$ cat src/include/alc_consts.vh
`ifndef ALC_CONSTS_VH
`define ALC_CONSTS_VH
// ************************************************************
// register offsets (byte addresses)
// ************************************************************
`define ALC_OFS_CFG 12'h000
`define ALC_OFS_RATE 12'h004
`define ALC_OFS_CMD 12'h008
`define ALC_OFS_STAT 12'h00c
`define ALC_OFS_LEN 12'h010
`define ALC_OFS_LIST 12'h040
`define ALC_OFS_DATA 12'h0a0
// byte span of one table window, one word per list entry
`define ALC_TBL_BYTES 12'h060
// ************************************************************
// configuration word fields
// ************************************************************
`define ALC_CFG_EN 0
`define ALC_CFG_CL_LO 2
`define ALC_CFG_ST_LO 6
`define ALC_CFG_SP_LO 8
`define ALC_SRC_SW 2'b01
`define ALC_SRC_HW 2'b10
`define ALC_SRC_EXT 2'b11
`define ALC_TRG_SW 2'b00
`define ALC_TRG_RISE 2'b01
`define ALC_TRG_FALL 2'b10
// ************************************************************
// channel list entry fields
// ************************************************************
`define ALC_ENT_CH_W 5
`define ALC_ENT_GAIN_LO 8
`define ALC_ENT_GAIN_W 2
`define ALC_LIST_DEPTH 24
`define ALC_IDX_W 5
// ************************************************************
// reset values and timing
// ************************************************************
`define ALC_CFG_RST 32'h0000_0000
`define ALC_CLK_HZ 50000000
`define ALC_DEF_RATE_HZ 10
`define ALC_DEF_PERIOD (`ALC_CLK_HZ / `ALC_DEF_RATE_HZ)
`define ALC_REPROG_MS 10
`define ALC_REPROG_CYC (`ALC_CLK_HZ / 1000 * `ALC_REPROG_MS)
`define ALC_CMD_START 0
`define ALC_CMD_STOP 1
`define ALC_CMD_READ 2
`define ALC_CMD_TICK 3
`endif

$ cat src/core/alc_edge_sync.v
`timescale 1ns/10ps
// two-flop synchroniser with registered edge pulses
module alc_edge_sync (
  // clock and reset
  input wire pclk,
  input wire presetn,
  // asynchronous pin
  input wire pin_in,
  // synchronised level and edges
  output wire level,
  output reg rise,
  output reg fall
);
  reg meta_q;
  reg sync_q;
  reg last_q;
  assign level = sync_q;
  // first flop feeds only the second
  always @(posedge pclk or negedge presetn) begin
    if (!presetn) begin
      meta_q <= 1'b0;
      sync_q <= 1'b0;
      last_q <= 1'b0;
      rise <= 1'b0;
      fall <= 1'b0;
    end else begin
      meta_q <= pin_in;
      sync_q <= meta_q;
      last_q <= sync_q;
      rise <= sync_q & ~last_q;
      fall <= ~sync_q & last_q;
    end
  end
endmodule

$ cat src/core/alc_layer_ctrl.v
// The implementer's own choices: the register addresses and the APB interface to the registers.
`timescale 1ns/10ps
`include "alc_consts.vh"
// Summary of operation
// nothing runs unless configuration bit 0 enables the layer
// bits 3:2 pick list pacer: 01 software, 10 internal, 11 external
// list period split evenly so each channel settles longest
// upper pacer bit with lower selects the external chassis sync line
// bits 7:6 start, 9:8 stop trigger: 00 software, 01 rise, 10 fall
// first read request halts acquisition and reloads the channel list
// default list rate after first read request is 10 Hz
// reprogramming finishes within 10 ms; host waits at least that
// then acquire continuously, reads return latest value per channel
// host builds entries as gain code ORed with channel number
// trigger code 11 behaves like software trigger
// while disabled, ignore edges and ticks, hold sequencer at entry 0
module alc_layer_ctrl (
  // apb slave
  input wire pclk,
  input wire presetn,
  input wire psel,
  input wire penable,
  input wire pwrite,
  input wire [11:0] paddr,
  input wire [31:0] pwdata,
  output reg [31:0] prdata,
  output wire pready,
  output wire pslverr,
  // external pins
  input wire trig_pin,
  input wire chassis_sync_line,
  // converter interface
  output reg conv_start,
  output reg [`ALC_ENT_CH_W-1:0] conv_chan,
  output reg [`ALC_ENT_GAIN_W-1:0] conv_gain,
  input wire conv_done,
  input wire [15:0] conv_data,
  // status
  output wire acq_running,
  output wire reprog_busy
);
  // ************************************************************
  // registers and storage
  // ************************************************************
  reg [31:0] cfg_q;
  reg [31:0] period_q;
  reg [`ALC_IDX_W-1:0] len_q;
  reg [15:0] list_q [0:`ALC_LIST_DEPTH-1];
  reg [15:0] data_q [0:`ALC_LIST_DEPTH-1];
  reg [15:0] shadow_q [0:`ALC_LIST_DEPTH-1];
  reg [`ALC_IDX_W-1:0] shadow_len_q;
  reg running_q;
  reg first_done_q;
  reg [31:0] reprog_cnt_q;
  reg [31:0] list_cnt_q;
  reg [31:0] slot_cnt_q;
  reg [31:0] slot_len_q;
  reg [`ALC_IDX_W-1:0] idx_q;
  reg in_list_q;
  reg conv_busy_q;
  integer cfg_i;
  integer run_i;
  integer dat_i;
  wire trig_lvl;
  wire trig_rise;
  wire trig_fall;
  wire sync_lvl;
  wire sync_rise;
  wire wr_en;
  wire en;
  wire [1:0] cl_src;
  wire [1:0] st_sel;
  wire [1:0] sp_sel;
  wire sw_start;
  wire sw_stop;
  wire sw_read;
  wire sw_tick;
  wire hw_start;
  wire hw_stop;
  wire list_tick;
  wire reprog;
  wire slot_due;
  wire [`ALC_IDX_W-1:0] waddr;
  wire [`ALC_IDX_W-1:0] ridx;
  // ************************************************************
  // helper functions
  // ************************************************************
  // edge match for a trigger field, code 11 never fires
  function edge_hit;
    input [1:0] sel;
    input r;
    input f;
    begin
      edge_hit = (sel == `ALC_TRG_RISE) ? r : (sel == `ALC_TRG_FALL) ? f : 1'b0;
    end
  endfunction
  // word index inside a table window, counted from its base
  function [`ALC_IDX_W-1:0] tbl_idx;
    input [11:0] a;
    input [11:0] base;
    reg [11:0] off;
    begin
      off = a - base;
      tbl_idx = off[`ALC_IDX_W+1:2];
    end
  endfunction
  // address lies inside a table window, so no entry aliases another table
  function tbl_hit;
    input [11:0] a;
    input [11:0] base;
    begin
      tbl_hit = (a >= base) && (a < base + `ALC_TBL_BYTES);
    end
  endfunction
  // ************************************************************
  // pin synchronisers
  // ************************************************************
  alc_edge_sync u_trig (
    .pclk(pclk),
    .presetn(presetn),
    .pin_in(trig_pin),
    .level(trig_lvl),
    .rise(trig_rise),
    .fall(trig_fall)
  );
  alc_edge_sync u_sync (
    .pclk(pclk),
    .presetn(presetn),
    .pin_in(chassis_sync_line),
    .level(sync_lvl),
    .rise(sync_rise),
    .fall()
  );
  // ************************************************************
  // decode
  // ************************************************************
  assign pready = 1'b1;
  assign pslverr = 1'b0;
  assign wr_en = psel & penable & pwrite;
  assign waddr = tbl_idx(paddr, `ALC_OFS_LIST);
  assign ridx = tbl_idx(paddr, `ALC_OFS_DATA);
  assign en = cfg_q[`ALC_CFG_EN];
  assign cl_src = cfg_q[`ALC_CFG_CL_LO+1:`ALC_CFG_CL_LO];
  assign st_sel = cfg_q[`ALC_CFG_ST_LO+1:`ALC_CFG_ST_LO];
  assign sp_sel = cfg_q[`ALC_CFG_SP_LO+1:`ALC_CFG_SP_LO];
  assign sw_start = wr_en & (paddr == `ALC_OFS_CMD) & pwdata[`ALC_CMD_START];
  assign sw_stop = wr_en & (paddr == `ALC_OFS_CMD) & pwdata[`ALC_CMD_STOP];
  assign sw_read = wr_en & (paddr == `ALC_OFS_CMD) & pwdata[`ALC_CMD_READ];
  assign sw_tick = wr_en & (paddr == `ALC_OFS_CMD) & pwdata[`ALC_CMD_TICK];
  assign hw_start = en & edge_hit(st_sel, trig_rise, trig_fall);
  assign hw_stop = en & edge_hit(sp_sel, trig_rise, trig_fall);
  assign reprog = en & sw_read & ~first_done_q;
  // pacer tick by source; unknown code 00 never ticks
  assign list_tick = en & running_q & ~in_list_q &
    (((cl_src == `ALC_SRC_SW) & sw_tick) |
     ((cl_src == `ALC_SRC_HW) & (list_cnt_q == 32'h0000_0000)) |
     ((cl_src == `ALC_SRC_EXT) & sync_rise));
  assign slot_due = in_list_q & ~conv_busy_q & (slot_cnt_q == 32'h0000_0000);
  assign acq_running = running_q;
  assign reprog_busy = (reprog_cnt_q != 32'h0000_0000);
  // ************************************************************
  // configuration registers and list table
  // ************************************************************
  always @(posedge pclk or negedge presetn) begin
    if (!presetn) begin
      cfg_q <= `ALC_CFG_RST;
      period_q <= `ALC_DEF_PERIOD;
      len_q <= {`ALC_IDX_W{1'b0}};
      for (cfg_i = 0; cfg_i < `ALC_LIST_DEPTH; cfg_i = cfg_i + 1) begin
        list_q[cfg_i] <= 16'h0000;
      end
    end else begin
      if (wr_en && paddr == `ALC_OFS_CFG) begin
        cfg_q <= pwdata;
      end
      if (wr_en && paddr == `ALC_OFS_RATE && pwdata != 32'h0000_0000) begin
        period_q <= pwdata; // nonzero rate write, taken before or after the first read
      end else if (reprog) begin
        period_q <= `ALC_DEF_PERIOD;
      end
      // a length whose low five bits lie past the table is refused so the sequencer never leaves it
      if (wr_en && paddr == `ALC_OFS_LEN && pwdata[`ALC_IDX_W-1:0] < `ALC_LIST_DEPTH) begin
        len_q <= pwdata[`ALC_IDX_W-1:0];
      end
      if (wr_en && tbl_hit(paddr, `ALC_OFS_LIST)) begin
        list_q[waddr] <= pwdata[15:0];
      end
    end
  end
  // ************************************************************
  // run control and reprogramming
  // ************************************************************
  always @(posedge pclk or negedge presetn) begin
    if (!presetn) begin
      running_q <= 1'b0;
      first_done_q <= 1'b0;
      reprog_cnt_q <= 32'h0000_0000;
      shadow_len_q <= {`ALC_IDX_W{1'b0}};
      for (run_i = 0; run_i < `ALC_LIST_DEPTH; run_i = run_i + 1) begin
        shadow_q[run_i] <= 16'h0000;
      end
    end else begin
      if (!en) begin
        running_q <= 1'b0;
        first_done_q <= 1'b0;
        reprog_cnt_q <= 32'h0000_0000;
      end else if (reprog) begin
        running_q <= 1'b0;
        first_done_q <= 1'b1;
        reprog_cnt_q <= `ALC_REPROG_CYC - 1;
        shadow_len_q <= len_q;
        for (run_i = 0; run_i < `ALC_LIST_DEPTH; run_i = run_i + 1) begin
          shadow_q[run_i] <= list_q[run_i];
        end
      end else if (reprog_busy) begin
        reprog_cnt_q <= reprog_cnt_q - 32'h0000_0001;
        if (reprog_cnt_q == 32'h0000_0001) begin
          running_q <= 1'b1;
        end
      end else if (hw_stop || (sw_stop && sp_sel != `ALC_TRG_RISE && sp_sel != `ALC_TRG_FALL)) begin
        running_q <= 1'b0;
      end else if (hw_start || (sw_start && st_sel != `ALC_TRG_RISE && st_sel != `ALC_TRG_FALL)) begin
        running_q <= 1'b1;
        // a start from idle runs the list as it stands; never reload mid list
        if (!running_q) begin
          shadow_len_q <= len_q;
          for (run_i = 0; run_i < `ALC_LIST_DEPTH; run_i = run_i + 1) begin
            shadow_q[run_i] <= list_q[run_i];
          end
        end
      end
    end
  end
  // ************************************************************
  // list sequencer
  // ************************************************************
  always @(posedge pclk or negedge presetn) begin
    if (!presetn) begin
      list_cnt_q <= 32'h0000_0000;
      slot_cnt_q <= 32'h0000_0000;
      slot_len_q <= 32'h0000_0000;
      idx_q <= {`ALC_IDX_W{1'b0}};
      in_list_q <= 1'b0;
      conv_busy_q <= 1'b0;
      conv_start <= 1'b0;
      conv_chan <= {`ALC_ENT_CH_W{1'b0}};
      conv_gain <= {`ALC_ENT_GAIN_W{1'b0}};
    end else begin
      conv_start <= 1'b0;
      if (!en || !running_q) begin
        idx_q <= {`ALC_IDX_W{1'b0}};
        in_list_q <= 1'b0;
        conv_busy_q <= 1'b0;
        list_cnt_q <= 32'h0000_0000;
      end else begin
        list_cnt_q <= (list_cnt_q == 32'h0000_0000) ? period_q - 32'h0000_0001 : list_cnt_q - 32'h0000_0001;
        if (list_tick) begin
          in_list_q <= 1'b1;
          idx_q <= {`ALC_IDX_W{1'b0}};
          slot_len_q <= period_q / {27'h000_0000, shadow_len_q + 5'h01};
          slot_cnt_q <= 32'h0000_0000;
        end else if (in_list_q) begin
          if (slot_cnt_q != 32'h0000_0000) begin
            slot_cnt_q <= slot_cnt_q - 32'h0000_0001;
          end
          if (slot_due) begin
            conv_start <= 1'b1;
            conv_chan <= shadow_q[idx_q][`ALC_ENT_CH_W-1:0];
            conv_gain <= shadow_q[idx_q][`ALC_ENT_GAIN_LO+`ALC_ENT_GAIN_W-1:`ALC_ENT_GAIN_LO];
            conv_busy_q <= 1'b1;
            slot_cnt_q <= slot_len_q;
          end else if (conv_busy_q && conv_done) begin
            conv_busy_q <= 1'b0;
            if (idx_q == shadow_len_q) begin
              in_list_q <= 1'b0;
              idx_q <= {`ALC_IDX_W{1'b0}};
            end else begin
              idx_q <= idx_q + 5'h01;
            end
          end
        end
      end
    end
  end
  // ************************************************************
  // latest data per list entry
  // ************************************************************
  always @(posedge pclk or negedge presetn) begin
    if (!presetn) begin
      for (dat_i = 0; dat_i < `ALC_LIST_DEPTH; dat_i = dat_i + 1) begin
        data_q[dat_i] <= 16'h0000;
      end
    end else if (in_list_q && conv_busy_q && conv_done && !slot_due) begin
      data_q[idx_q] <= conv_data;
    end
  end
  // ************************************************************
  // apb read data
  // ************************************************************
  always @(posedge pclk or negedge presetn) begin
    if (!presetn) begin
      prdata <= 32'h0000_0000;
    end else if (psel && !penable && !pwrite) begin
      if (paddr == `ALC_OFS_CFG) begin
        prdata <= cfg_q;
      end else if (paddr == `ALC_OFS_RATE) begin
        prdata <= period_q;
      end else if (paddr == `ALC_OFS_STAT) begin
        prdata <= {27'h000_0000, trig_lvl, sync_lvl, first_done_q, reprog_busy, running_q};
      end else if (paddr == `ALC_OFS_LEN) begin
        prdata <= {27'h000_0000, len_q};
      end else if (tbl_hit(paddr, `ALC_OFS_LIST)) begin
        prdata <= {16'h0000, list_q[waddr]};
      end else if (tbl_hit(paddr, `ALC_OFS_DATA)) begin
        prdata <= {16'h0000, data_q[ridx]};
      end else begin
        prdata <= 32'h0000_0000;
      end
    end
  end
endmodule

$ cat config.mk
export PLATFORM = sky130hd
export DESIGN_NAME = alc_layer_ctrl
export DESIGN_NICKNAME = d
export VERILOG_FILES = /design/src/core/alc_edge_sync.v /design/src/core/alc_layer_ctrl.v
export VERILOG_INCLUDE_DIRS = /design/src /design/src/include
export SDC_FILE = /design/constraint.sdc
export NUM_CORES = 2
export LEC_CHECK = 0
export BUFFER_PORTS_ARGS = -buffer_cell sky130_fd_sc_hd__buf_4
export CORE_ASPECT_RATIO = 0.7
export CORE_UTILIZATION = 45
export DETAILED_ROUTE_END_ITERATION = 6
export PLACE_DENSITY = 0.72
export SLEW_MARGIN = 10
export SYNTH_ARGS = -nofsm -noshare
export SYNTH_HDL_FRONTEND = slang
export SYNTH_SLANG_ARGS = --single-unit
$ cat constraint.sdc
create_clock -name pclk -period 86.6 [get_ports pclk]
set_clock_uncertainty 0.05 [all_clocks]
set_input_delay 17.32 -clock pclk [delete_from_list [all_inputs] [get_ports pclk]]
set_output_delay 17.32 -clock pclk [all_outputs]
set_load 0.05 [all_outputs]
==> flow_results.org <==
** Outcome
- The flow ran to the end, but the final reports show violations.
- The final reports fail on DRC.

** Logic synthesis
- Synthesized netlist net count :: 6630
- Counting instances in the post-synthesis netlist gives the leading cell types as sky130_fd_sc_hd__dfrtp_1 (1188), sky130_fd_sc_hd__mux2_2 (1022), sky130_fd_sc_hd__nor2_1 (489).
- Sequential elements use 41.46% of the synthesized area.
- Leading cell types by total area after synthesis :: sky130_fd_sc_hd__dfrtp_1 (41%), sky130_fd_sc_hd__mux2_2 (16%), sky130_fd_sc_hd__mux4_2 (8.3%), sky130_fd_sc_hd__ha_1 (2.8%), sky130_fd_sc_hd__nor2_1 (2.5%)
- Cell area after synthesis :: 72200 um2
- Synth async-reset ratio :: 100.0%
- Primary FF master, synth :: sky130_fd_sc_hd__dfrtp_1
- The synthesized design contains 0 enable-type register cells.
- Averaged over all synthesized cells, the footprint is 11.28 um2.
- Post-Syn Instances :: 6399
- Synthesis Warnings :: 0
- Synth unique cells :: 165
- The synthesized design spends more area on one cell type than any other, namely sky130_fd_sc_hd__dfrtp_1.
- Most repeated cell in the gate-level netlist after synthesis :: sky130_fd_sc_hd__dfrtp_1
- Post-synth top area share :: 41.17%
- #FFs+latches synth :: 1196

** Clock tree
- Clock-pin slew was measured on the worst setup and hold paths at 0.08 ns.
- Worst skew pair latency :: 0.74 ns
- The H-tree generated during clock tree synthesis spans 3 levels.
- Post-CTS Hold Fix Bufs :: 0
- Clock root buffer :: sky130_fd_sc_hd__clkbuf_16
- The number of clock buffers added by TritonCTS is 104.
- Longest Clk Path Bufs :: 3
- TritonCTS built the clock tree.
- Sinks on Clock Net :: 1196

** Setup path
- For the worst setup path, the data arrival time is 80.60 ns.
- Family of cells with the greatest summed delay on the critical path :: compound AO/OA/AOI/OAI gates
- The worst setup path is captured at a flip-flop.
- Along the worst path, the maximum fanout reaches 18.
- STA puts the critical path data required time at 87.15 ns.
- Nature of the critical path startpoint :: flip-flop
- Worst setup path category :: reg -> reg
- Cell repeated most along the worst path :: sky130_fd_sc_hd__o21a_1
- The slowest stage of the critical path belongs to the cell sky130_fd_sc_hd__or3_2.
- Buffers and inverters on the worst path :: 7
- For this run, the slowest stage of the critical path takes 0.63 ns.

** Die
- Die Width :: 480.8 um
- The die covers 162100 um2.
- Core area :: 158600 um2
- In this run the vertical extent of the chip is 337.1 um.
- Number of placement rows :: 122
- During I/O placement, the number of pins put on the boundary was 112.
- Starting Density :: 45.53%

** Layout
- Fill cell count :: 13700
- Registers take 29950 um2.
- In the final layout, the multi-input gates occupy 40640 um2.
- Synth-to-layout area growth :: 9.141%
- Proportion of layout cells with a drive suffix above 1 :: 30.77%
- At the end of the flow, the number of nets in the layout was 6561.

** Timing
- Actual slew at the worst max-slew pin :: 1.268 ns
- In the finished design, the share of the clock period the worst path needs comes to 92.43%.
- Unrepaired setup endpoints after global routing :: false
- Setup violations remaining at the end of the flow were counted as 0.
- Counting I/O delays and the setup requirement, the final critical path takes 80.05 ns.
- Summed over all failing endpoints, the final setup total negative slack is 0 ns.
- The number of hold violations in the final report was 0.
- The final number of max-transition violations was 0.
- Timing would allow up to 12.49 MHz.
- Headroom to the max-slew limit came out at 15.45%.

** Global route
- Global routing consumed, over all layers together, 25.33% of the routing resources.
- The initial antenna violation count was 7.
- Pin count of the biggest net entering global routing :: 176
- The first global-routing pass estimated 321.4 mm of wire.
- For this run the aggregate overflow at the end of global routing stands at 0.
- Vias in the first global route :: 52840

** Placement
- Once detailed placement completed, the half-perimeter wirelength came to 144.4 mm.
- Routability-driven placement finished with a final weighted congestion of 0.9074.
- PortBufs :: 109

** Routing
- Total DRC errors in the routed layout :: 4
- Routed len/inst :: 24.27 um
- Once detail routing completed, the nets flagged for antenna violations numbered 0.
- For this block, the routed nets add up to 207.0 mm of wire.
- Avg Vias per Cell :: 6.344
- Via Count :: 54110
- Before antenna repair, the detailed router went through 7 iterations.
- In this run, the number of DRC markers left after iteration 0 of detailed routing was 5686.

** Job
- Max-cap violations in this run came to 0.

** Worst hold path
- The worst hold path belongs to the class reg -> reg.
-- final timing paths --
path	from	end	slack (ns)	depth (start not counted)
hold reg to reg	u_trig.last_q$_DFF_PN0_	u_trig.rise$_DFF_PN0_	0.36	1
max in group asynchronous	presetn	data_q[201]$_DFFE_PN0P_	65.92	5
hold / removal	u_trig.last_q$_DFF_PN0_	u_trig.rise$_DFF_PN0_	0.36	1
min in group asynchronous	presetn	list_q[170]$_DFFE_PN0P_	16.57	1
setup / recovery	shadow_len_q[0]$_DFFE_PN0P_	slot_len_q[0]$_DFFE_PN0P_	6.55	339
setup reg to reg	shadow_len_q[0]$_DFFE_PN0P_	slot_len_q[0]$_DFFE_PN0P_	6.55	339
-- through the flow --
stage / hold WS (ns) / setup slack, ns / std cells / area (um2) / utilization (%)
finish: 0.3627 / 6.552 / 8530 / 78800 / 49.69
global route: 0.3736 / 0.01911 / 8530 / 78800 / 49.69
CTS: 0.3617 / 4.251 / 8521 / 78650 / 49.59
detailed placement: 0.3526 / 4.621 / 8329 / 74980 / 47.28
global placement: 0.3499 / 7.681 / 8329 / 74980 / 47.28
floorplan: 0.2812 / 16.44 / 6399 / 72200 / -
-- registers in the layout (all words and copies together), names as in the netlist, 32 cells and up --
signal	flops
slot_cnt_q	32
prdata	32
reprog_cnt_q	32
list_q	384
shadow_q	168
cfg_q	32
data_q	384
list_cnt_q	32
slot_len_q	32
period_q	32
-- cell families after synthesis --
logic type | after synthesis | share of synthesized area, %
flip-flops | 1196 | 41.46
XOR/XNOR | 221 | 2.733
adder cells (fa/ha/maj) | 166 | 2.866
AND/OR/NAND/NOR | 1698 | 12.39
other | 2 | 0.01040
buffers and inverters | 451 | 2.733
AO/OA/AOI/OAI | 1320 | 12.71
multiplexers | 1345 | 25.10
-- layer usage --
metal	GRT usage [%]	wire, um	vias to the layer above
li1	-	-	23930
met1	38.83	97820	27850
met2	36.02	86990	2066
met3	5.497	17790	269
met4	6.075	4387	0
met5	0	0	-
-- worst register-to-register path: cells and delay by family (launching register included) --
kind | cells | cell delay (ns)
AO/OA/AOI/OAI | 165 | 34.69
adder cells (fa/ha/maj) | 32 | 9.56
buffers and inverters | 7 | 1.13
flip-flops | 1 | 0.47
multiplexers | 6 | 1.58
AND/OR/NAND/NOR | 129 | 32.46
-- layout by cell type, fill, tap and decap left out, types with 17 or more instances in the layout --
cell,count
sky130_fd_sc_hd__a211oi_1,38
sky130_fd_sc_hd__a21boi_0,19
sky130_fd_sc_hd__a21o_1,42
sky130_fd_sc_hd__a21oi_1,251
sky130_fd_sc_hd__a22o_1,24
sky130_fd_sc_hd__a22oi_1,61
sky130_fd_sc_hd__a31oi_1,53
sky130_fd_sc_hd__a32oi_1,17
sky130_fd_sc_hd__and2_1,42
sky130_fd_sc_hd__and3_1,48
sky130_fd_sc_hd__buf_4,202
sky130_fd_sc_hd__clkbuf_1,20
sky130_fd_sc_hd__clkbuf_16,104
sky130_fd_sc_hd__clkbuf_8,26
sky130_fd_sc_hd__dfrtp_1,1185
sky130_fd_sc_hd__ha_1,163
sky130_fd_sc_hd__inv_1,65
sky130_fd_sc_hd__mux2_2,1022
sky130_fd_sc_hd__mux2i_1,44
sky130_fd_sc_hd__mux4_2,266
sky130_fd_sc_hd__nand2_1,370
sky130_fd_sc_hd__nand2b_1,45
sky130_fd_sc_hd__nand3_1,89
sky130_fd_sc_hd__nand4_1,46
sky130_fd_sc_hd__nor2_1,451
sky130_fd_sc_hd__nor2_2,30
sky130_fd_sc_hd__nor2b_1,27
sky130_fd_sc_hd__nor3_1,174
sky130_fd_sc_hd__nor4_1,53
sky130_fd_sc_hd__o211ai_1,47
sky130_fd_sc_hd__o21a_1,120
sky130_fd_sc_hd__o21ai_0,292
sky130_fd_sc_hd__o22ai_1,34
sky130_fd_sc_hd__o31ai_1,44
sky130_fd_sc_hd__or2_2,35
sky130_fd_sc_hd__or3_1,49
sky130_fd_sc_hd__xnor2_1,121
sky130_fd_sc_hd__xor2_1,92
-- repair_timing --
item	in CTS	in global routing
gates resized for setup	0	27
buffers inserted	0	3
endpoints found under the setup margin	0	2
-- layout make-up --
cell class,count,share of cell area [%]
repair buffers,209,2.088
multi-input cells,4752,51.57
flip-flops and latches,1196,38.00
inverters,67,0.3191
diodes,6,0.01905
clock inverters,43,0.8225
clock buffers,149,3.834
well taps,2108,3.347
Power is left out: the tool's default activity adds up to more than one toggle a clock period on the data nets, which glitch-free logic cannot reach.
